==> config.mk <==
export PLATFORM = sky130hd
export DESIGN_NAME = port_pin_io_control
export DESIGN_NICKNAME = d
export VERILOG_FILES = /design/src/hw/port_pin_pkg.sv /design/src/hw/port_pin_io_control.sv /design/src/hw/pin_cell.sv
export SDC_FILE = /design/constraint.sdc
export NUM_CORES = 1
export LEC_CHECK = 0
export ABC_AREA = 1
export ABC_CLOCK_PERIOD_IN_PS = 3200
export BUFFER_PORTS_ARGS = -buffer_cell sky130_fd_sc_hd__buf_2
export CAP_MARGIN = 20
export CORE_AREA = 2 2 433 435
export CTS_BUF_LIST = sky130_fd_sc_hd__clkbuf_4 sky130_fd_sc_hd__clkbuf_8
export DETAILED_ROUTE_END_ITERATION = 6
export DIE_AREA = 0 0 435 437
export HOLD_SLACK_MARGIN = 0.15
export SLEW_MARGIN = 10
export SYNTH_ARGS = -nofsm -noshare
export SYNTH_HDL_FRONTEND = slang
export SYNTH_SLANG_ARGS = --single-unit
==> constraint.sdc <==
create_clock -name CLK_I -period 3.2 [get_ports CLK_I]
set_input_delay 0.16 -clock CLK_I [delete_from_list [all_inputs] [get_ports CLK_I]]
set_output_delay 0.16 -clock CLK_I [all_outputs]
set_load 0.02 [all_outputs]
==> src/hw/port_pin_pkg.sv <==
package port_pin_pkg;

  // Geometry of the port block
  localparam int NUM_PORTS = 6;
  localparam int PORT_W = 8;
  localparam int NUM_PINS = NUM_PORTS * PORT_W;
  localparam int SLOTS = 2;
  localparam int KIND_W = 3;

  // Port indices, one register group each
  localparam logic [2:0] PORT_E = 3'h0;
  localparam logic [2:0] PORT_ADH = 3'h1;
  localparam logic [2:0] PORT_ADL = 3'h2;
  localparam logic [2:0] PORT_T = 3'h3;
  localparam logic [2:0] PORT_S = 3'h4;
  localparam logic [2:0] PORT_P = 3'h5;
  localparam logic [2:0] PORT_MISC = 3'h6;

  // Register index inside a group
  localparam logic [3:0] REG_DATA = 4'h0;
  localparam logic [3:0] REG_INPUT = 4'h1;
  localparam logic [3:0] REG_DIR = 4'h2;
  localparam logic [3:0] REG_PULL_EN = 4'h3;
  localparam logic [3:0] REG_POLARITY = 4'h4;
  localparam logic [3:0] REG_INT_EN = 4'h5;
  localparam logic [3:0] REG_INT_FLAG = 4'h6;
  localparam logic [3:0] REG_DIG_EN = 4'h7;
  localparam logic [3:0] REG_REDUCED = 4'h8;
  localparam logic [3:0] REG_WIRED_OR = 4'h9;
  localparam logic [3:0] REG_IRQ_CTRL = 4'h0;

  // Byte address = group * 0x40 + index * 4
  localparam int ADDR_W = 12;
  localparam int ADDR_GRP_LSB = 6;
  localparam int ADDR_REG_LSB = 2;
  localparam int ADDR_GRP_MSB = 8;
  localparam int ADDR_REG_MSB = 5;

  // Field positions
  localparam int IRQ_EN_BIT = 0;
  localparam int OC_BIT = 7;
  localparam int OC_PIN_BIT = 0;

  localparam logic [7:0] RESET_BYTE = 8'h00;

  // Implemented bits per port, E ADH ADL T S P
  localparam logic [7:0] PIN_MASK [NUM_PORTS] =
    '{8'h03, 8'h01, 8'hFF, 8'h0F, 8'h3F, 8'h07};
  localparam logic [7:0] INT_MASK [NUM_PORTS] =
    '{8'h00, 8'h01, 8'hFF, 8'h00, 8'h3F, 8'h07};
  localparam logic [7:0] INT_REG_MASK [NUM_PORTS] =
    '{8'h00, 8'h01, 8'hFF, 8'h00, 8'h3F, 8'h87};
  localparam logic [7:0] DIG_EN_MASK [NUM_PORTS] =
    '{8'h00, 8'h01, 8'hFF, 8'h00, 8'h00, 8'h00};
  localparam logic [7:0] REDUCED_MASK [NUM_PORTS] =
    '{8'h00, 8'h00, 8'h00, 8'h00, 8'h00, 8'h01};
  localparam logic [7:0] WIRED_OR_MASK [NUM_PORTS] =
    '{8'h00, 8'h00, 8'h00, 8'h00, 8'h3F, 8'h00};

  // What an enabled peripheral does to a pin
  typedef enum logic [KIND_W-1:0] {
    KIND_KEEP,
    KIND_OUT,
    KIND_IN,
    KIND_SPI,
    KIND_CAN_RX
  } periph_kind_type;

endpackage

==> src/hw/port_pin_io_control.sv <==
`timescale 1ns/1ps
// Operation
// Every config register writable any time; pin input registers read-only.
// Written setting may stay inactive; pull is off while driving push-pull.
// Unimplemented register bits always read back zero.
// Implemented bits per port as masked in the package tables.
// Pin input register always returns the real pin level; code returns zero on analog pins with digital input disabled.
// Data register reads pin level when direction bit selects input.
// Enabled shared peripheral overrides the general direction bit.
// Several enabled peripherals: highest ranked slot gets the pin.
// Output peripherals force output, pull off; SPI drives and pulls itself.
// Capture, debug, analog and amplifier leave direction to the bit.
// Input peripherals force input; pull kept; CAN receive kills pulldown.
// Peripheral override needs the matching routing selection too.
// Analog pins pass digital input only when their enable is one.
// Sources: nonmaskable pin, maskable pin, S, P, AD, over-current.
// Wired-or mode drives only low, high side off.
// Port request asserts while a flag and its enable are both set.
// Flags clear on writing one; zero leaves them unchanged.
// Over-current flag forces the pin low until software clears it.
// Unowned output pin drives the stored data register bit.
module port_pin_io_control (
  input wire logic CLK_I,
  input wire logic RST_B_I,
  input wire logic CE_I,
  input wire logic PSEL_I,
  input wire logic PENABLE_I,
  input wire logic PWRITE_I,
  input wire logic [port_pin_pkg::ADDR_W-1:0] PADDR_I,
  input wire logic [31:0] PWDATA_I,
  output logic [31:0] PRDATA_O,
  output logic PREADY_O,
  output logic PSLVERR_O,
  input wire logic [port_pin_pkg::NUM_PINS-1:0] PIN_IN_I,
  output logic [port_pin_pkg::NUM_PINS-1:0] PIN_OUT_O,
  output logic [port_pin_pkg::NUM_PINS-1:0] PIN_OE_O,
  output logic [port_pin_pkg::NUM_PINS-1:0] PULL_ENABLE_O,
  output logic [port_pin_pkg::NUM_PINS-1:0] PULL_DOWN_O,
  output logic [port_pin_pkg::NUM_PINS-1:0] REDUCED_DRIVE_O,
  input wire logic [2*port_pin_pkg::NUM_PINS-1:0] PERIPH_EN_I,
  input wire logic [2*port_pin_pkg::NUM_PINS-1:0] ROUTE_SEL_I,
  input wire logic [6*port_pin_pkg::NUM_PINS-1:0] PERIPH_KIND_I,
  input wire logic [2*port_pin_pkg::NUM_PINS-1:0] PERIPH_OUT_I,
  input wire logic [2*port_pin_pkg::NUM_PINS-1:0] PERIPH_OE_I,
  output logic [port_pin_pkg::NUM_PINS-1:0] PERIPH_IN_O,
  input wire logic OVERCURRENT_I,
  input wire logic NONMASKABLE_REQUEST_PIN_B_I,
  input wire logic MASKABLE_REQUEST_PIN_B_I,
  output logic NONMASKABLE_REQ_O,
  output logic MASKABLE_REQ_O,
  output logic PORT_S_INT_O,
  output logic PORT_P_INT_O,
  output logic PORT_AD_INT_O,
  output logic OVERCURRENT_INT_O
);

  localparam int NP = port_pin_pkg::NUM_PORTS;
  localparam int W = port_pin_pkg::PORT_W;

  logic [7:0] data_ff [NP];
  logic [7:0] dir_ff [NP];
  logic [7:0] pull_en_ff [NP];
  logic [7:0] polarity_ff [NP];
  logic [7:0] int_en_ff [NP];
  logic [7:0] int_flag_ff [NP];
  logic [7:0] dig_en_ff [NP];
  logic [7:0] reduced_ff [NP];
  logic [7:0] wired_or_ff [NP];
  logic irq_enable_ff;
  logic [31:0] rdata_ff;
  logic slverr_ff;
  logic oc_meta_ff;
  logic oc_sync_ff;
  logic nmi_meta_ff;
  logic nmi_sync_ff;
  logic irq_meta_ff;
  logic irq_sync_ff;
  logic nmi_req_ff;
  logic irq_req_ff;
  logic port_s_ff;
  logic port_p_ff;
  logic port_ad_ff;
  logic oc_int_ff;

  logic [port_pin_pkg::NUM_PINS-1:0] level_w;
  logic [port_pin_pkg::NUM_PINS-1:0] edge_w;
  logic [2:0] grp;
  logic [3:0] idx;
  logic setup;
  logic wr;
  logic mapped;
  logic [7:0] wbyte;
  logic [7:0] rbyte;
  logic [7:0] sel_level;

  ////////////////////////////////////////////////////////////////////////////
  // APB slave decode

  assign grp = PADDR_I[port_pin_pkg::ADDR_GRP_MSB:port_pin_pkg::ADDR_GRP_LSB];
  assign idx = PADDR_I[port_pin_pkg::ADDR_REG_MSB:port_pin_pkg::ADDR_REG_LSB];
  assign setup = PSEL_I & ~PENABLE_I;
  assign wr = PSEL_I & PENABLE_I & PWRITE_I & ~slverr_ff;
  assign wbyte = PWDATA_I[7:0];

  // Zero wait states: answer is ready in every access phase
  assign PREADY_O = 1'b1;
  assign PRDATA_O = rdata_ff;
  assign PSLVERR_O = slverr_ff;

  // Address map check
  always_comb
  begin
    mapped = 1'b0;
    if (PADDR_I[port_pin_pkg::ADDR_W-1:port_pin_pkg::ADDR_GRP_MSB+1] == '0
        && PADDR_I[port_pin_pkg::ADDR_REG_LSB-1:0] == '0)
    begin
      if (grp == port_pin_pkg::PORT_MISC)
      begin
        mapped = (idx == port_pin_pkg::REG_IRQ_CTRL);
      end
      else if (grp < port_pin_pkg::PORT_MISC)
      begin
        mapped = (idx <= port_pin_pkg::REG_WIRED_OR);
      end
    end
  end

  ////////////////////////////////////////////////////////////////////////////
  // Read multiplexer, implemented bits only

  always_comb
  begin
    rbyte = 8'h00;
    sel_level = 8'h00;
    if (grp < port_pin_pkg::PORT_MISC)
    begin
      sel_level = level_w[grp*W +: W];
      case (idx)
        port_pin_pkg::REG_DATA:
          rbyte = (dir_ff[grp] & data_ff[grp])
                  | (~dir_ff[grp] & sel_level);
        port_pin_pkg::REG_INPUT:
          rbyte = sel_level;
        port_pin_pkg::REG_DIR:
          rbyte = dir_ff[grp];
        port_pin_pkg::REG_PULL_EN:
          rbyte = pull_en_ff[grp];
        port_pin_pkg::REG_POLARITY:
          rbyte = polarity_ff[grp];
        port_pin_pkg::REG_INT_EN:
          rbyte = int_en_ff[grp];
        port_pin_pkg::REG_INT_FLAG:
          rbyte = int_flag_ff[grp];
        port_pin_pkg::REG_DIG_EN:
          rbyte = dig_en_ff[grp];
        port_pin_pkg::REG_REDUCED:
          rbyte = reduced_ff[grp];
        port_pin_pkg::REG_WIRED_OR:
          rbyte = wired_or_ff[grp];
        default:
          rbyte = 8'h00;
      endcase
      rbyte = rbyte & port_pin_pkg::PIN_MASK[grp]
              | (idx == port_pin_pkg::REG_INT_EN
                 || idx == port_pin_pkg::REG_INT_FLAG
                 ? rbyte & port_pin_pkg::INT_REG_MASK[grp] : 8'h00);
    end
    else if (grp == port_pin_pkg::PORT_MISC)
    begin
      rbyte[port_pin_pkg::IRQ_EN_BIT] = irq_enable_ff;
    end
  end

  // Read data and error set at setup
  always_ff @(posedge CLK_I or negedge RST_B_I)
  begin
    if (!RST_B_I)
    begin
      rdata_ff <= 32'h0000_0000;
      slverr_ff <= 1'b0;
    end
    else if (CE_I && setup)
    begin
      rdata_ff <= {24'h00_0000, (PWRITE_I || !mapped) ? 8'h00 : rbyte};
      slverr_ff <= ~mapped;
    end
  end

  ////////////////////////////////////////////////////////////////////////////
  // Configuration registers, masked on write

  always_ff @(posedge CLK_I or negedge RST_B_I)
  begin
    if (!RST_B_I)
    begin
      for (int p = 0; p < NP; p++)
      begin
        data_ff[p] <= port_pin_pkg::RESET_BYTE;
        dir_ff[p] <= port_pin_pkg::RESET_BYTE;
        pull_en_ff[p] <= port_pin_pkg::RESET_BYTE;
        polarity_ff[p] <= port_pin_pkg::RESET_BYTE;
        int_en_ff[p] <= port_pin_pkg::RESET_BYTE;
        dig_en_ff[p] <= port_pin_pkg::RESET_BYTE;
        reduced_ff[p] <= port_pin_pkg::RESET_BYTE;
        wired_or_ff[p] <= port_pin_pkg::RESET_BYTE;
      end
    end
    else if (CE_I && wr && grp < port_pin_pkg::PORT_MISC)
    begin
      // Input register has no storage
      case (idx)
        port_pin_pkg::REG_DATA:
          data_ff[grp] <= wbyte & port_pin_pkg::PIN_MASK[grp];
        port_pin_pkg::REG_DIR:
          dir_ff[grp] <= wbyte & port_pin_pkg::PIN_MASK[grp];
        port_pin_pkg::REG_PULL_EN:
          pull_en_ff[grp] <= wbyte & port_pin_pkg::PIN_MASK[grp];
        port_pin_pkg::REG_POLARITY:
          polarity_ff[grp] <= wbyte & port_pin_pkg::PIN_MASK[grp];
        port_pin_pkg::REG_INT_EN:
          int_en_ff[grp] <= wbyte & port_pin_pkg::INT_REG_MASK[grp];
        port_pin_pkg::REG_DIG_EN:
          dig_en_ff[grp] <= wbyte & port_pin_pkg::DIG_EN_MASK[grp];
        port_pin_pkg::REG_REDUCED:
          reduced_ff[grp] <= wbyte & port_pin_pkg::REDUCED_MASK[grp];
        port_pin_pkg::REG_WIRED_OR:
          wired_or_ff[grp] <= wbyte & port_pin_pkg::WIRED_OR_MASK[grp];
        default:
        begin
        end
      endcase
    end
  end

  // Maskable request enable, off out of reset
  always_ff @(posedge CLK_I or negedge RST_B_I)
  begin
    if (!RST_B_I)
    begin
      irq_enable_ff <= 1'b0;
    end
    else if (CE_I && wr && grp == port_pin_pkg::PORT_MISC)
    begin
      irq_enable_ff <= wbyte[port_pin_pkg::IRQ_EN_BIT];
    end
  end

  ////////////////////////////////////////////////////////////////////////////
  // Interrupt flags: hardware set beats a same-cycle clear

  always_ff @(posedge CLK_I or negedge RST_B_I)
  begin
    if (!RST_B_I)
    begin
      for (int p = 0; p < NP; p++)
      begin
        int_flag_ff[p] <= port_pin_pkg::RESET_BYTE;
      end
    end
    else if (CE_I)
    begin
      for (int p = 0; p < NP; p++)
      begin
        logic [7:0] clr;
        logic [7:0] set;
        clr = (wr && grp == 3'(p) && idx == port_pin_pkg::REG_INT_FLAG)
              ? wbyte : 8'h00;
        set = edge_w[p*W +: W] & port_pin_pkg::INT_MASK[p];
        if (p == int'(port_pin_pkg::PORT_P))
        begin
          set[port_pin_pkg::OC_BIT] = oc_sync_ff;
        end
        int_flag_ff[p] <= ((int_flag_ff[p] & ~clr) | set)
                          & port_pin_pkg::INT_REG_MASK[p];
      end
    end
  end

  ////////////////////////////////////////////////////////////////////////////
  // Request and over-current pins, two-flop syncs

  always_ff @(posedge CLK_I or negedge RST_B_I)
  begin
    if (!RST_B_I)
    begin
      oc_meta_ff <= 1'b0;
      oc_sync_ff <= 1'b0;
      nmi_meta_ff <= 1'b1;
      nmi_sync_ff <= 1'b1;
      irq_meta_ff <= 1'b1;
      irq_sync_ff <= 1'b1;
    end
    else if (CE_I)
    begin
      oc_meta_ff <= OVERCURRENT_I;
      oc_sync_ff <= oc_meta_ff;
      nmi_meta_ff <= NONMASKABLE_REQUEST_PIN_B_I;
      nmi_sync_ff <= nmi_meta_ff;
      irq_meta_ff <= MASKABLE_REQUEST_PIN_B_I;
      irq_sync_ff <= irq_meta_ff;
    end
  end

  // Registered request outputs
  always_ff @(posedge CLK_I or negedge RST_B_I)
  begin
    if (!RST_B_I)
    begin
      nmi_req_ff <= 1'b0;
      irq_req_ff <= 1'b0;
      port_s_ff <= 1'b0;
      port_p_ff <= 1'b0;
      port_ad_ff <= 1'b0;
      oc_int_ff <= 1'b0;
    end
    else if (CE_I)
    begin
      nmi_req_ff <= ~nmi_sync_ff;
      irq_req_ff <= ~irq_sync_ff & irq_enable_ff;
      port_s_ff <= |(int_flag_ff[port_pin_pkg::PORT_S]
                     & int_en_ff[port_pin_pkg::PORT_S]
                     & port_pin_pkg::INT_MASK[port_pin_pkg::PORT_S]);
      port_p_ff <= |(int_flag_ff[port_pin_pkg::PORT_P]
                     & int_en_ff[port_pin_pkg::PORT_P]
                     & port_pin_pkg::INT_MASK[port_pin_pkg::PORT_P]);
      port_ad_ff <= |(int_flag_ff[port_pin_pkg::PORT_ADL]
                      & int_en_ff[port_pin_pkg::PORT_ADL])
                    | |(int_flag_ff[port_pin_pkg::PORT_ADH]
                        & int_en_ff[port_pin_pkg::PORT_ADH]);
      oc_int_ff <= int_flag_ff[port_pin_pkg::PORT_P][port_pin_pkg::OC_BIT]
                   & int_en_ff[port_pin_pkg::PORT_P][port_pin_pkg::OC_BIT];
    end
  end

  assign NONMASKABLE_REQ_O = nmi_req_ff;
  assign MASKABLE_REQ_O = irq_req_ff;
  assign PORT_S_INT_O = port_s_ff;
  assign PORT_P_INT_O = port_p_ff;
  assign PORT_AD_INT_O = port_ad_ff;
  assign OVERCURRENT_INT_O = oc_int_ff;
  assign PERIPH_IN_O = level_w;

  ////////////////////////////////////////////////////////////////////////////
  // Pin cells; absent positions idle

  for (genvar p = 0; p < NP; p++)
  begin : g_port
    for (genvar b = 0; b < W; b++)
    begin : g_bit
      localparam int N = p * W + b;
      if (port_pin_pkg::PIN_MASK[p][b])
      begin : g_cell
        logic digital_input_enable;
        logic force_low;
        // Non-analog pins always pass input
        assign digital_input_enable = port_pin_pkg::DIG_EN_MASK[p][b]
                     ? dig_en_ff[p][b] : 1'b1;
        assign force_low = (p == int'(port_pin_pkg::PORT_P)
                            && b == port_pin_pkg::OC_PIN_BIT)
                           ? int_flag_ff[p][port_pin_pkg::OC_BIT]
                           : 1'b0;
        pin_cell u_cell (
          .clk_i(CLK_I),
          .rst_b_i(RST_B_I),
          .ce_i(CE_I),
          .pin_i(PIN_IN_I[N]),
          .gpio_out_i(data_ff[p][b]),
          .gpio_dir_i(dir_ff[p][b]),
          .pull_en_i(pull_en_ff[p][b]),
          .pull_pol_i(polarity_ff[p][b]),
          .wom_i(wired_or_ff[p][b]),
          .rdr_i(reduced_ff[p][b]),
          .die_i(digital_input_enable),
          .force_low_i(force_low),
          .slot_en_i(PERIPH_EN_I[2*N +: 2] & ROUTE_SEL_I[2*N +: 2]),
          .slot_out_i(PERIPH_OUT_I[2*N +: 2]),
          .slot_oe_i(PERIPH_OE_I[2*N +: 2]),
          .kind0_i(port_pin_pkg::periph_kind_type'(PERIPH_KIND_I[6*N +: 3])),
          .kind1_i(port_pin_pkg::periph_kind_type'(
                     PERIPH_KIND_I[6*N+3 +: 3])),
          .pin_out_o(PIN_OUT_O[N]),
          .pin_oe_o(PIN_OE_O[N]),
          .pull_on_o(PULL_ENABLE_O[N]),
          .pull_down_o(PULL_DOWN_O[N]),
          .reduced_o(REDUCED_DRIVE_O[N]),
          .level_o(level_w[N]),
          .edge_o(edge_w[N])
        );
      end
      else
      begin : g_none
        assign PIN_OUT_O[N] = 1'b0;
        assign PIN_OE_O[N] = 1'b0;
        assign PULL_ENABLE_O[N] = 1'b0;
        assign PULL_DOWN_O[N] = 1'b0;
        assign REDUCED_DRIVE_O[N] = 1'b0;
        assign level_w[N] = 1'b0;
        assign edge_w[N] = 1'b0;
      end
    end
  end

endmodule

==> src/hw/pin_cell.sv <==
`timescale 1ns/1ps
module pin_cell (
  input wire logic clk_i,
  input wire logic rst_b_i,
  input wire logic ce_i,
  input wire logic pin_i,
  input wire logic gpio_out_i,
  input wire logic gpio_dir_i,
  input wire logic pull_en_i,
  input wire logic pull_pol_i,
  input wire logic wom_i,
  input wire logic rdr_i,
  input wire logic die_i,
  input wire logic force_low_i,
  input wire logic [1:0] slot_en_i,
  input wire logic [1:0] slot_out_i,
  input wire logic [1:0] slot_oe_i,
  input wire port_pin_pkg::periph_kind_type kind0_i,
  input wire port_pin_pkg::periph_kind_type kind1_i,
  output logic pin_out_o,
  output logic pin_oe_o,
  output logic pull_on_o,
  output logic pull_down_o,
  output logic reduced_o,
  output logic level_o,
  output logic edge_o
);

  logic meta_ff;
  logic sync_ff;
  logic prev_ff;
  logic nxt_out;
  logic nxt_oe;
  logic nxt_pull;
  logic own;
  logic own_out;
  logic own_oe;
  port_pin_pkg::periph_kind_type own_kind;

  // Pin level through two flops
  always_ff @(posedge clk_i or negedge rst_b_i)
  begin
    if (!rst_b_i)
    begin
      meta_ff <= 1'b0;
      sync_ff <= 1'b0;
      prev_ff <= 1'b0;
    end
    else if (ce_i)
    begin
      meta_ff <= pin_i;
      sync_ff <= meta_ff;
      prev_ff <= level_o;
    end
  end

  // Analog pins feed digital logic only when enabled
  assign level_o = sync_ff & die_i;
  // Active edge follows polarity: one is rising, zero falling
  assign edge_o = pull_pol_i ? (level_o & ~prev_ff) : (~level_o & prev_ff);

  // Slot zero ranks above slot one
  assign own = |slot_en_i;
  assign own_kind = slot_en_i[0] ? kind0_i : kind1_i;
  assign own_out = slot_en_i[0] ? slot_out_i[0] : slot_out_i[1];
  assign own_oe = slot_en_i[0] ? slot_oe_i[0] : slot_oe_i[1];

  // Direction, value and pull resolution
  always_comb
  begin
    nxt_out = gpio_out_i;
    nxt_oe = gpio_dir_i;
    nxt_pull = pull_en_i;
    if (own)
    begin
      case (own_kind)
        port_pin_pkg::KIND_OUT:
        begin
          nxt_out = own_out;
          nxt_oe = 1'b1;
          nxt_pull = 1'b0;
        end
        port_pin_pkg::KIND_SPI:
        begin
          nxt_out = own_out;
          nxt_oe = own_oe;
          nxt_pull = pull_en_i & ~own_oe;
        end
        port_pin_pkg::KIND_IN:
        begin
          nxt_oe = 1'b0;
        end
        port_pin_pkg::KIND_CAN_RX:
        begin
          nxt_oe = 1'b0;
          nxt_pull = pull_en_i & ~pull_pol_i;
        end
        default:
        begin
          nxt_oe = gpio_dir_i;
        end
      endcase
    end
    // Open drain: never drive the high level
    if (wom_i && nxt_out)
    begin
      nxt_oe = 1'b0;
    end
    // Over-current wins over every owner
    if (force_low_i)
    begin
      nxt_out = 1'b0;
      nxt_oe = 1'b1;
    end
    // Pull stays off while driving push-pull
    if (nxt_oe && !wom_i)
    begin
      nxt_pull = 1'b0;
    end
  end

  // Registered pad controls
  always_ff @(posedge clk_i or negedge rst_b_i)
  begin
    if (!rst_b_i)
    begin
      pin_out_o <= 1'b0;
      pin_oe_o <= 1'b0;
      pull_on_o <= 1'b0;
      pull_down_o <= 1'b0;
      reduced_o <= 1'b0;
    end
    else if (ce_i)
    begin
      pin_out_o <= nxt_out;
      pin_oe_o <= nxt_oe;
      pull_on_o <= nxt_pull;
      pull_down_o <= pull_pol_i;
      reduced_o <= rdr_i & nxt_oe;
    end
  end

endmodule

## Word-level counts from Yosys, hierarchy flattened

Memory sizes are Yosys's and may differ from the RTL's.
Cells that the tools add are included.

- Register bits: 611
- Memory bits (read-only): 320
- Output and inout port bits: 328
- Memories: 5

- $lt $le $gt $ge: 4
- Equality and inequality tests: 110
- Shifts and indexed selects: 1
- Muxes and demuxes: 346
- Bitwise operators: 266
- Reductions and logical operators: 176

Memory list:

| name | depth | width | rd ports | clocked after memory_dff | write ports | RTL line | RTL |
|---|---|---|---|---|---|---|---|
| (name not given) | 8 | 8 | 1 | 0 | 0 | port_pin_io_control.sv:227 | `wired_or_ff[grp] <= wbyte & port_pin_pkg::WIRED_OR_MASK[grp];` |
| (name not given) | 8 | 8 | 1 | 0 | 0 | port_pin_io_control.sv:225 | `reduced_ff[grp] <= wbyte & port_pin_pkg::REDUCED_MASK[grp];` |
| (name not given) | 8 | 8 | 1 | 0 | 0 | port_pin_io_control.sv:223 | `dig_en_ff[grp] <= wbyte & port_pin_pkg::DIG_EN_MASK[grp];` |
| (name not given) | 8 | 8 | 1 | 0 | 0 | port_pin_io_control.sv:221 | `int_en_ff[grp] <= wbyte & port_pin_pkg::INT_REG_MASK[grp];` |
| (name not given) | 8 | 8 | 1 | 0 | 0 | port_pin_io_control.sv:219 | `polarity_ff[grp] <= wbyte & port_pin_pkg::PIN_MASK[grp];` |

Operators with widths:

| operator | count |
|---|---|
| bitwise mux 48 bit | 8 |
| two-way mux 8 bit | 34 |
| two-way mux 1 bit | 219 |
| binary-select mux 8 bit (select 3 bit) | 9 |
| equality test 3 x 2 -> 1 bit (second input constant) | 49 |
| one-hot mux 1 bit (3 select lines) | 48 |
| OR reduction 2 bit | 72 |
| AND 1 bit | 124 |
| AND 8 bit | 12 |
| NOT 1 bit | 90 |
| equality test 3 bit (second input constant) | 27 |
| one-hot mux 8 bit (10 select lines) | 1 |
| equality test 3 x 1 -> 1 bit (second input constant) | 25 |
| two-way mux 3 bit | 24 |
| logical AND 1 bit | 62 |
| AND 2 bit | 24 |
| variable part select 48 x 7 -> 8 bit | 1 |
| OR 8 bit | 4 |
| logical NOT 1 bit | 25 |
| demux 8 bit (select 3 bit) | 1 |
| NOT 8 bit | 3 |
| equality test 4 x 3 -> 1 bit (second input constant) | 4 |
| AND reduction 2 bit | 8 |
| OR reduction 8 bit | 2 |
| other kinds (22) | 27 |

## Longest topological paths before layout

Gate-level depths: netlist (run 1).

- Depth after elaboration: 14
- Depth in mapped cells: 16
- Mapped depth without buffers: 13

## Modules after synthesis

A second synthesis (run 1) with hierarchy kept.

- Cells, all modules: 4776
- Area, all modules: 33435.8 um2

Modules (own cells, without submodules):

| module | instances | cells each | area an instance (um2) |
|---|---|---|---|
| port_pin_io_control | 1 | 2688 | 19832.8 |
| pin_cell | 24 | 87 | 566.8 |

## Worst setup path before layout (run 1)

OpenSTA, ideal clock, no wires.

- Path type: input-to-reg
- Start: input port PADDR_I[6] in the netlist's numbering
- End: register data_ff[39] in the netlist's numbering
- Setup time: 0.083 ns
- Arrival: 1.884 ns
- Data required time: 3.117 ns
- Path slack: 1.233 ns
- Stages on the path: 12
- Path buffers: 4
- Path through: buf_6 -> inv_4 -> buf_6 -> buf_2 -> ha_1 -> inv_1 -> nor2_4 -> inv_1 -> nor2_1 -> inv_1 -> clkbuf_1 -> o21ai_0

- Cells in the longest elaborated chain, start to end: 6

RTL lines:

| element | RTL line | RTL |
|---|---|---|
| from (decl) | port_pin_io_control.sv:29 | `input wire logic [port_pin_pkg::ADDR_W-1:0] PADDR_I,` |
| NOT 3 -> 4 bit (not written as such) | port_pin_io_control.sv:213 | `data_ff[grp] <= wbyte & port_pin_pkg::PIN_MASK[grp];` |
| greater-or-equal comparator 4 bit (not written as such), or another cell as far along | port_pin_io_control.sv:213 |  |
| logical AND 1 bit (not written as such) / two-way mux 8 bit (equally long branches) | -- |  |
| two-way mux 8 bit (on tied branches) | -- |  |
| demux 8 bit (select 3 bit) / AND 8 bit (equally long branches) | -- |  |
| bitwise mux 48 bit | port_pin_io_control.sv:213 |  |
| to (signal, indexed assignment) | port_pin_io_control.sv:198 | `data_ff[p] <= port_pin_pkg::RESET_BYTE;` |
| to (signal, indexed assignment) | port_pin_io_control.sv:213 |  |
| to (decl) | port_pin_io_control.sv:60 | `logic [7:0] data_ff [NP];` |

Parallel ways exist; a longest one is shown, timed or not. The select of a mux whose other input is x is not followed.
A chain may end at the register's enable or synchronous reset.

## Final worst setup path (run 1)

- Start: input port PERIPH_OUT_I[41] in the netlist's numbering
- End: register g_port[2].g_bit[4].g_cell.u_cell.pull_on_o

- Cells in the longest elaborated chain, start to end: 7

RTL lines:

| element | RTL line | RTL |
|---|---|---|
| from (decl) | port_pin_io_control.sv:43 | `input wire logic [2*port_pin_pkg::NUM_PINS-1:0] PERIPH_OUT_I,` |
| two-way mux 1 bit | pin_cell.sv:65 | `assign own_out = slot_en_i[0] ? slot_out_i[0] : slot_out_i[1];` |
| two-way mux 1 bit | pin_cell.sv:76 | `case (own_kind)` |
| two-way mux 1 bit | pin_cell.sv:74 | `if (own)` |
| logical AND 1 bit | pin_cell.sv:105 | `if (wom_i && nxt_out)` |
| two-way mux 1 bit | pin_cell.sv:105 |  |
| logical AND 1 bit | pin_cell.sv:116 | `if (nxt_oe && !wom_i)` |
| two-way mux 1 bit | pin_cell.sv:116 |  |
| to (signal assigned) | pin_cell.sv:137 | `pull_on_o <= nxt_pull;` |
| to (decl) | pin_cell.sv:22 | `output logic pull_on_o,` |

No other way between the ends.

==> results of run 1 <==
-- worst max-delay path: stages --
cell,delay (ps)
dlygate4sd3_1,530
buf_2,120
nand2_1,50
dlygate4sd3_1,550
nand2_1,50
dlygate4sd3_1,550
inv_1,90
nand4_1,90
dlygate4sd3_1,620
nand3_1,90
nand3_1,90
o21ai_0,180
dlygate4sd3_1,570
nand2_1,50
-- registers in the layout (all words and copies together), names as in the netlist, 6 cells and up --
register / flops
pull_en_ff: 48
data_ff: 48
int_en_ff: 48
g_port.g_bit.g_cell.u_cell.meta_ff: 24
wired_or_ff: 36
dir_ff: 48
int_flag_ff: 18
polarity_ff: 48
g_port.g_bit.g_cell.u_cell.pull_down_o: 24
g_port.g_bit.g_cell.u_cell.reduced_o: 6
dig_en_ff: 48
reduced_ff: 6
g_port.g_bit.g_cell.u_cell.sync_ff: 24
g_port.g_bit.g_cell.u_cell.pin_oe_o: 24
g_port.g_bit.g_cell.u_cell.pull_on_o: 24
g_port.g_bit.g_cell.u_cell.pin_out_o: 24
PRDATA_O: 8
g_port.g_bit.g_cell.u_cell.prev_ff: 18
-- power by group --
part           internal [W]  switching, W  total, W
sequential          0.00701      0.000149   0.00716
combinational       0.00109       0.00200   0.00308
clock               0.00441       0.00346   0.00787
-- stage by stage --
stage	total power (W)	worst slack, ps	util
2_1_floorplan	0.00887	1230	-
3_3_place_gp	0.00986	610	0.194
3_5_place_dp	0.00988	632	0.194
4_1_cts	0.0183	59.1	0.229
5_1_grt	0.0189	19.0	0.229
6_report	0.0181	143	0.229
-- path summary, 6_finish.rpt --
path / startpoint / endpoint / slack (ps) / depth (start not counted)
min: PERIPH_KIND_I[107] / g_port[2].g_bit[1].g_cell.u_cell.pin_oe_o$_DFFE_PN0P_ / 190 / 9
max: PERIPH_OUT_I[41] / g_port[2].g_bit[4].g_cell.u_cell.pull_on_o$_DFFE_PN0P_ / 140 / 14
max in group asynchronous: RST_B_I / g_port[2].g_bit[2].g_cell.u_cell.pin_oe_o$_DFFE_PN0P_ / 2050 / 4
min in group asynchronous: RST_B_I / g_port[4].g_bit[4].g_cell.u_cell.pull_on_o$_DFFE_PN0P_ / 650 / 4
min reg2reg: data_ff[42]$_DFFE_PN0P_ / data_ff[42]$_DFFE_PN0P_ / 460 / 2
max reg2reg: PSLVERR_O$_DFFE_PN0P_ / dir_ff[24]$_DFFE_PN0P_ / 720 / 10
-- per-layer routing --
metal  up-vias  global-route usage  routed length, um
li1      14900                   -                  -
met1     15300               0.208              68300
met2      1407               0.296              82000
met3       281              0.0417              12700
met4        12              0.0638               6470
met5         -                   0                 82
-- cell type report --
| class | count | area, um^2 | area share |
|---|---|---|---|
| Antenna cell | 17 | 42.5 | 0.00100 |
| Clock buffer | 155 | 1950 | 0.0459 |
| Clock inverter | 29 | 394 | 0.00930 |
| Inverter | 506 | 1920 | 0.0452 |
| Multi-Input combinational cell | 2973 | 13400 | 0.315 |
| Sequential cell | 539 | 13500 | 0.318 |
| Tap cell | 2480 | 3100 | 0.0732 |
| Timing Repair Buffer | 1083 | 8140 | 0.192 |
-- synthesized netlist by cell type (5+ instances only) --
master	n
nand4_1	30
nor2_1	194
nand2_1	1518
buf_4	327
nor2_4	15
clkbuf_1	58
mux2_2	32
o311ai_0	9
nand3_1	245
mux2i_1	15
o31ai_1	10
o21ai_1	45
inv_1	490
nor3_1	19
buf_6	10
o21a_1	12
a21oi_1	56
or2_2	7
o211ai_1	21
nand2_4	8
dfrtp_1	535
inv_2	11
nor2_2	24
nand3b_1	21
a31oi_1	5
o21ai_0	463
buf_2	39
buf_1	9
-- cells by family (layout without fill, tap and decap cells) --
| group | count (synthesis) | count (layout) | synth area share |
|---|---|---|---|
| and+or+nand+nor | 2095 | 2095 | 0.279 |
| DFF | 539 | 539 | 0.434 |
| other | 2 | 204 | 0.000242 |
| adders and majority gates | 3 | 3 | 0.00121 |
| muxes | 48 | 48 | 0.0168 |
| AOI/OAI and AO/OA | 640 | 640 | 0.110 |
| buffers and inverters | 949 | 1773 | 0.159 |
-- timing repair --
action | in CTS | in global routing
hold endpoints to repair | 811 | 0
gates resized for setup | 0 | 11
hold buffers | 417 | 0
endpoints found under the setup margin | 0 | 10
setup buffers | 0 | 0
==> impl_metrics.yaml, run 1 <==
clocking:
  htree_levels: 3
  clockBufferDepth: 3
  cts_buffers: 101
  cts.clk_slew.worst_paths_ps: 60
  cts_tree: "done"
  cts_sinks: 539
  cts-root-buf: "clkbuf_8"
  clk_latency_ps: 840
finish:
  nFillCells: 20600
  layout_common_cells: "1516 x nand2_1, 535 x dfrtp_1, 526 x buf_2"
  final_common_cell: "nand2_1"
  drive_gt1_frac: 0.185
  finalNonFillerCells: 7782
  fin_nets: 5980
  design_area_mm2: 0.0424
  area_delta_synth_final_pct: 36.5
global_routing:
  grt_pass1_vias: 30400
  overflow: 0
  antenna_found_initial: 56
  grt_usage: 0.172
  grt_pass1_wl_um: 232000
  grt_max_degree: 137
logic_synthesis:
  ys_ff_latch: 539
  ys_async_sr_fraction: 1.00
  netlist_area_mm2: 0.0311
  yosys_most_used_dff: "dfrtp_1"
  synth_edf_count: 0
  netlist.area_leader.share: 0.431
  ys_seq_area_frac: 0.434
  synthTopCellsByArea: "dfrtp_1 43%, nand2_1 18%, buf_4 7.9%"
  synth_cell_type_count: 54
  synthesis.instances: 4276
  yosysWarnings: 0
  synth_area_per_cell_um2: 7.26
  yosys.area.top_type: "dfrtp_1"
timing:
  fin_crit_ps: 3060
  rsz0062_at_grt: "no"
  setup_viol: 0
  holdWs_ps: 188
  tns_ps: 0
  hold_viol_final: 0
  finalCritPeriodShare: 0.955
  slew_violations: 0
  fmax_mhz: 327
  worst_pin_slew_ps: 974
  fin_worst_skew_ps: 88.1
  relSlewSlack: 0.344
setup_path:
  required_ps: 3930
  startpoint_type: "input port"
  critical_path.endpoint_type: "flop"
  crit_arrival_ps: 3780
  critPathMaxFanout: 2
  crit_type: "input port to flop"
die:
  die_x_um: 435
  design.core.area_mm2: 0.185
  start_util: 0.168
  die_h_um: 437
  io_pins: 1101
  rows: 158
  dieArea_mm2: 0.190
drt:
  drt_wl_total_um: 170000
  vias_per_cell: 4.10
  drc: 0
  vias: 31900
  first_pass_iters: 6
  antenna_left: 0
  initialDrtViolationCount: 2628
  route.detailed.wl_per_inst_um: 21.8
pwr:
  leakagePower_nw: 21.9
  ir_drop_mv: 0.298
  p_per_area_mw_per_mm2: 427
run:
  max-cap-violations: 0
outcome:
  status: "complete, no violations"
hold_path:
  hold_path.class: "input port to flop"
placement:
  gp_congestion: 0.967
  place_inst: 7173
  port-buffer-count: 529
  postPlaceCellArea_mm2: 0.0359
  dpl.hpwl_um: 133000
No activity file was read; power rests on OpenSTA's default activity.
==> run 2: changes to the inputs <==
- ABC_CLOCK_PERIOD_IN_PS: 3200 -> 3500
- CORE_AREA: 2 2 433 435 -> 2 2 424 426
- CTS_BUF_LIST: sky130_fd_sc_hd__clkbuf_4 sky130_fd_sc_hd__clkbuf_8 -> default
- DIE_AREA: 0 0 435 437 -> 0 0 426 428
- clock period: 3.2 -> 3.5 ns (I/O delays scaled with it)
==> run 2 against run 1 <==
Against the previous run: cell count is 5.0% lower; global-route usage is 0.26 points higher; final area is 5.8% lower; power is 9.4% lower; count of clock-buffer cells in the layout is 56 lower; sequential share of layout area is 2.0 points higher; critical path depth is 2 lower; sequential cell count stayed put; largest cell class unchanged; wire length is 2.8% lower; worst hold slack worse by 30 ps; clock skew is 36 ps lower.
==> impl_metrics.yaml, run 2 (synthesized netlist as in run 1, its figures left out) <==
outcome:
  status: "complete, no violations"
clocking:
  cts_tree: "done"
  cts-root-buf: "clkbuf_16"
  htree_levels: 3
  clk_latency_ps: 650
  cts_resized: 0
  clockBufferDepth: 3
  post_cts_buffers: 0
  cts_buffers: 70
  cts_hold_repair.buffers: 156
  cts.clk_slew.worst_paths_ps: 60
  cts_sinks: 539
setup_path:
  slowest_delay_ps: 660
  cp_common_cell: "dlygate4sd3_1"
  critical_path.endpoint_type: "flop"
  crit_type: "input port to flop"
  cp_top_family: "buffers and inverters"
  crit_buf_inv: 6
  critPathMaxFanout: 3
  slowest_stage: "dlygate4sd3_1"
  crit_arrival_ps: 3780
  startpoint_type: "input port"
  required_ps: 4100
  path_cells: "dlygate4sd3_1 -> buf_2 -> nand3_1 -> dlygate4sd3_1 -> nand2_1 -> dlygate4sd3_1 -> nand2_1 -> dlygate4sd3_1 -> a31oi_1 -> dlygate4sd3_1 -> o21ai_0 -> nand2_1"
die:
  dieArea_mm2: 0.182
  die_h_um: 428
  design.core.area_mm2: 0.178
  rows: 155
  io_pins: 1101
  die_x_um: 426
  start_util: 0.175
pwr:
  internal_power_w: 0.0114
  power_w: 0.0164
  ir_drop_mv: 0.321
  p_per_area_mw_per_mm2: 411
  leakagePower_nw: 21.0
  seqPwrFrac: 0.399
  switching_share: 0.303
  clock_power_share: 0.446
  p_comb_frac: 0.155
  p_switching_w: 0.00498
timing:
  tns_ps: 0
  hold_viol_final: 0
  fin_worst_skew_ps: 51.7
  fin_ws_ps: 320
  worst_pin_slew_ps: 936
  fin_crit_ps: 3180
  rsz0062_at_grt: "no"
  setup_viol: 0
  finalCritPeriodShare: 0.908
  slew_violations: 0
  fmax_mhz: 315
  relSlewSlack: 0.369
placement:
  place_inst: 7089
  gp_congestion: 0.972
  post-place-ws_ps: 909
  postPlaceCellArea_mm2: 0.0360
  port-buffer-count: 529
  dpl.hpwl_um: 134000
global_routing:
  grt_max_degree: 100
  antenna_found_initial: 55
  grt_pass1_wl_um: 223000
  grt_pass1_vias: 29200
  grt_usage: 0.175
  overflow: 0
finish:
  design_area_mm2: 0.0399
  final_common_cell: "nand2_1"
  fin_nets: 5738
  area_delta_synth_final_pct: 28.6
  layout_common_cells: "1518 x nand2_1, 535 x dfrtp_1, 526 x buf_2"
  finalNonFillerCells: 7391
  drive_gt1_frac: 0.187
hold_path:
  hold_path.class: "input port to async pin"
drt:
  drt_wl_total_um: 165000
  antenna_left: 0
  first_pass_iters: 6
  drc: 0
  vias_per_cell: 4.18
  vias: 30900
  route.detailed.wl_per_inst_um: 22.3
  initialDrtViolationCount: 2887
run:
  max-cap-violations: 0
-- run 2: routing by layer --
layer  GRT usage  part of all wire  up-vias  routed length (um)
li1            -                 -    14400                   -
met1       0.217              0.40    14800               66000
met2       0.292              0.47     1394               77700
met3      0.0350             0.081      278               13300
met4      0.0769             0.047        8                7820
met5           0           0.00036        -                  60
-- run 2: power by group through the flow --
stage / Combinational (W) / Clock (W) / Sequential, W
finish: 0.00255 / 0.00732 / 0.00655
CTS: 0.00256 / 0.00747 / 0.00655
detailed placement: 0.00239 / 0 / 0.00666
global placement: 0.00237 / 0 / 0.00665
global route: 0.00278 / 0.00770 / 0.00656
floorplan: 0.00150 / 0 / 0.00660
-- run 2: layout make-up --
| type | instances | area [um^2] |
|---|---|---|
| multi-input cells | 2973 | 13300 |
| well taps | 2355 | 2950 |
| inverters | 506 | 1920 |
| fillers | 19800 | 138000 |
| clock buffers | 99 | 2010 |
| clock inverters | 26 | 293 |
| flip-flops and latches | 539 | 13500 |
| diodes | 21 | 52.6 |
| repair buffers | 872 | 5880 |
-- run 2: final timing paths --
| path | startpoint | endpoint | slack (ps) | cells past startpoint |
|---|---|---|---|---|
| worst max-delay path | ROUTE_SEL_I[68] | g_port[4].g_bit[2].g_cell.u_cell.pull_on_o$_DFFE_PN0P_ | 320 | 12 |
| worst min-delay path | RST_B_I | int_en_ff[42]$_DFFE_PN0P_ | 160 | 2 |
| worst max register to register | polarity_ff[8]$_DFFE_PN0P_ | PRDATA_O[0]$_DFFE_PN0P_ | 630 | 12 |
| worst min register to register | data_ff[43]$_DFFE_PN0P_ | data_ff[43]$_DFFE_PN0P_ | 460 | 2 |
| max in group asynchronous | RST_B_I | g_port[4].g_bit[1].g_cell.u_cell.prev_ff$_DFFE_PN0P_ | 2260 | 3 |
| min in group CLK_I | PERIPH_OE_I[2] | g_port[0].g_bit[1].g_cell.u_cell.pin_oe_o$_DFFE_PN0P_ | 180 | 9 |
-- run 2: per-stage QoR --
| stage | utilization | hold WS [ps] |
|---|---|---|
| floorplan | - | -121 |
| global placement | 0.203 | 261 |
| detailed placement | 0.203 | 269 |
| CTS | 0.225 | 151 |
| global route | 0.225 | 223 |
| finish | 0.225 | 158 |
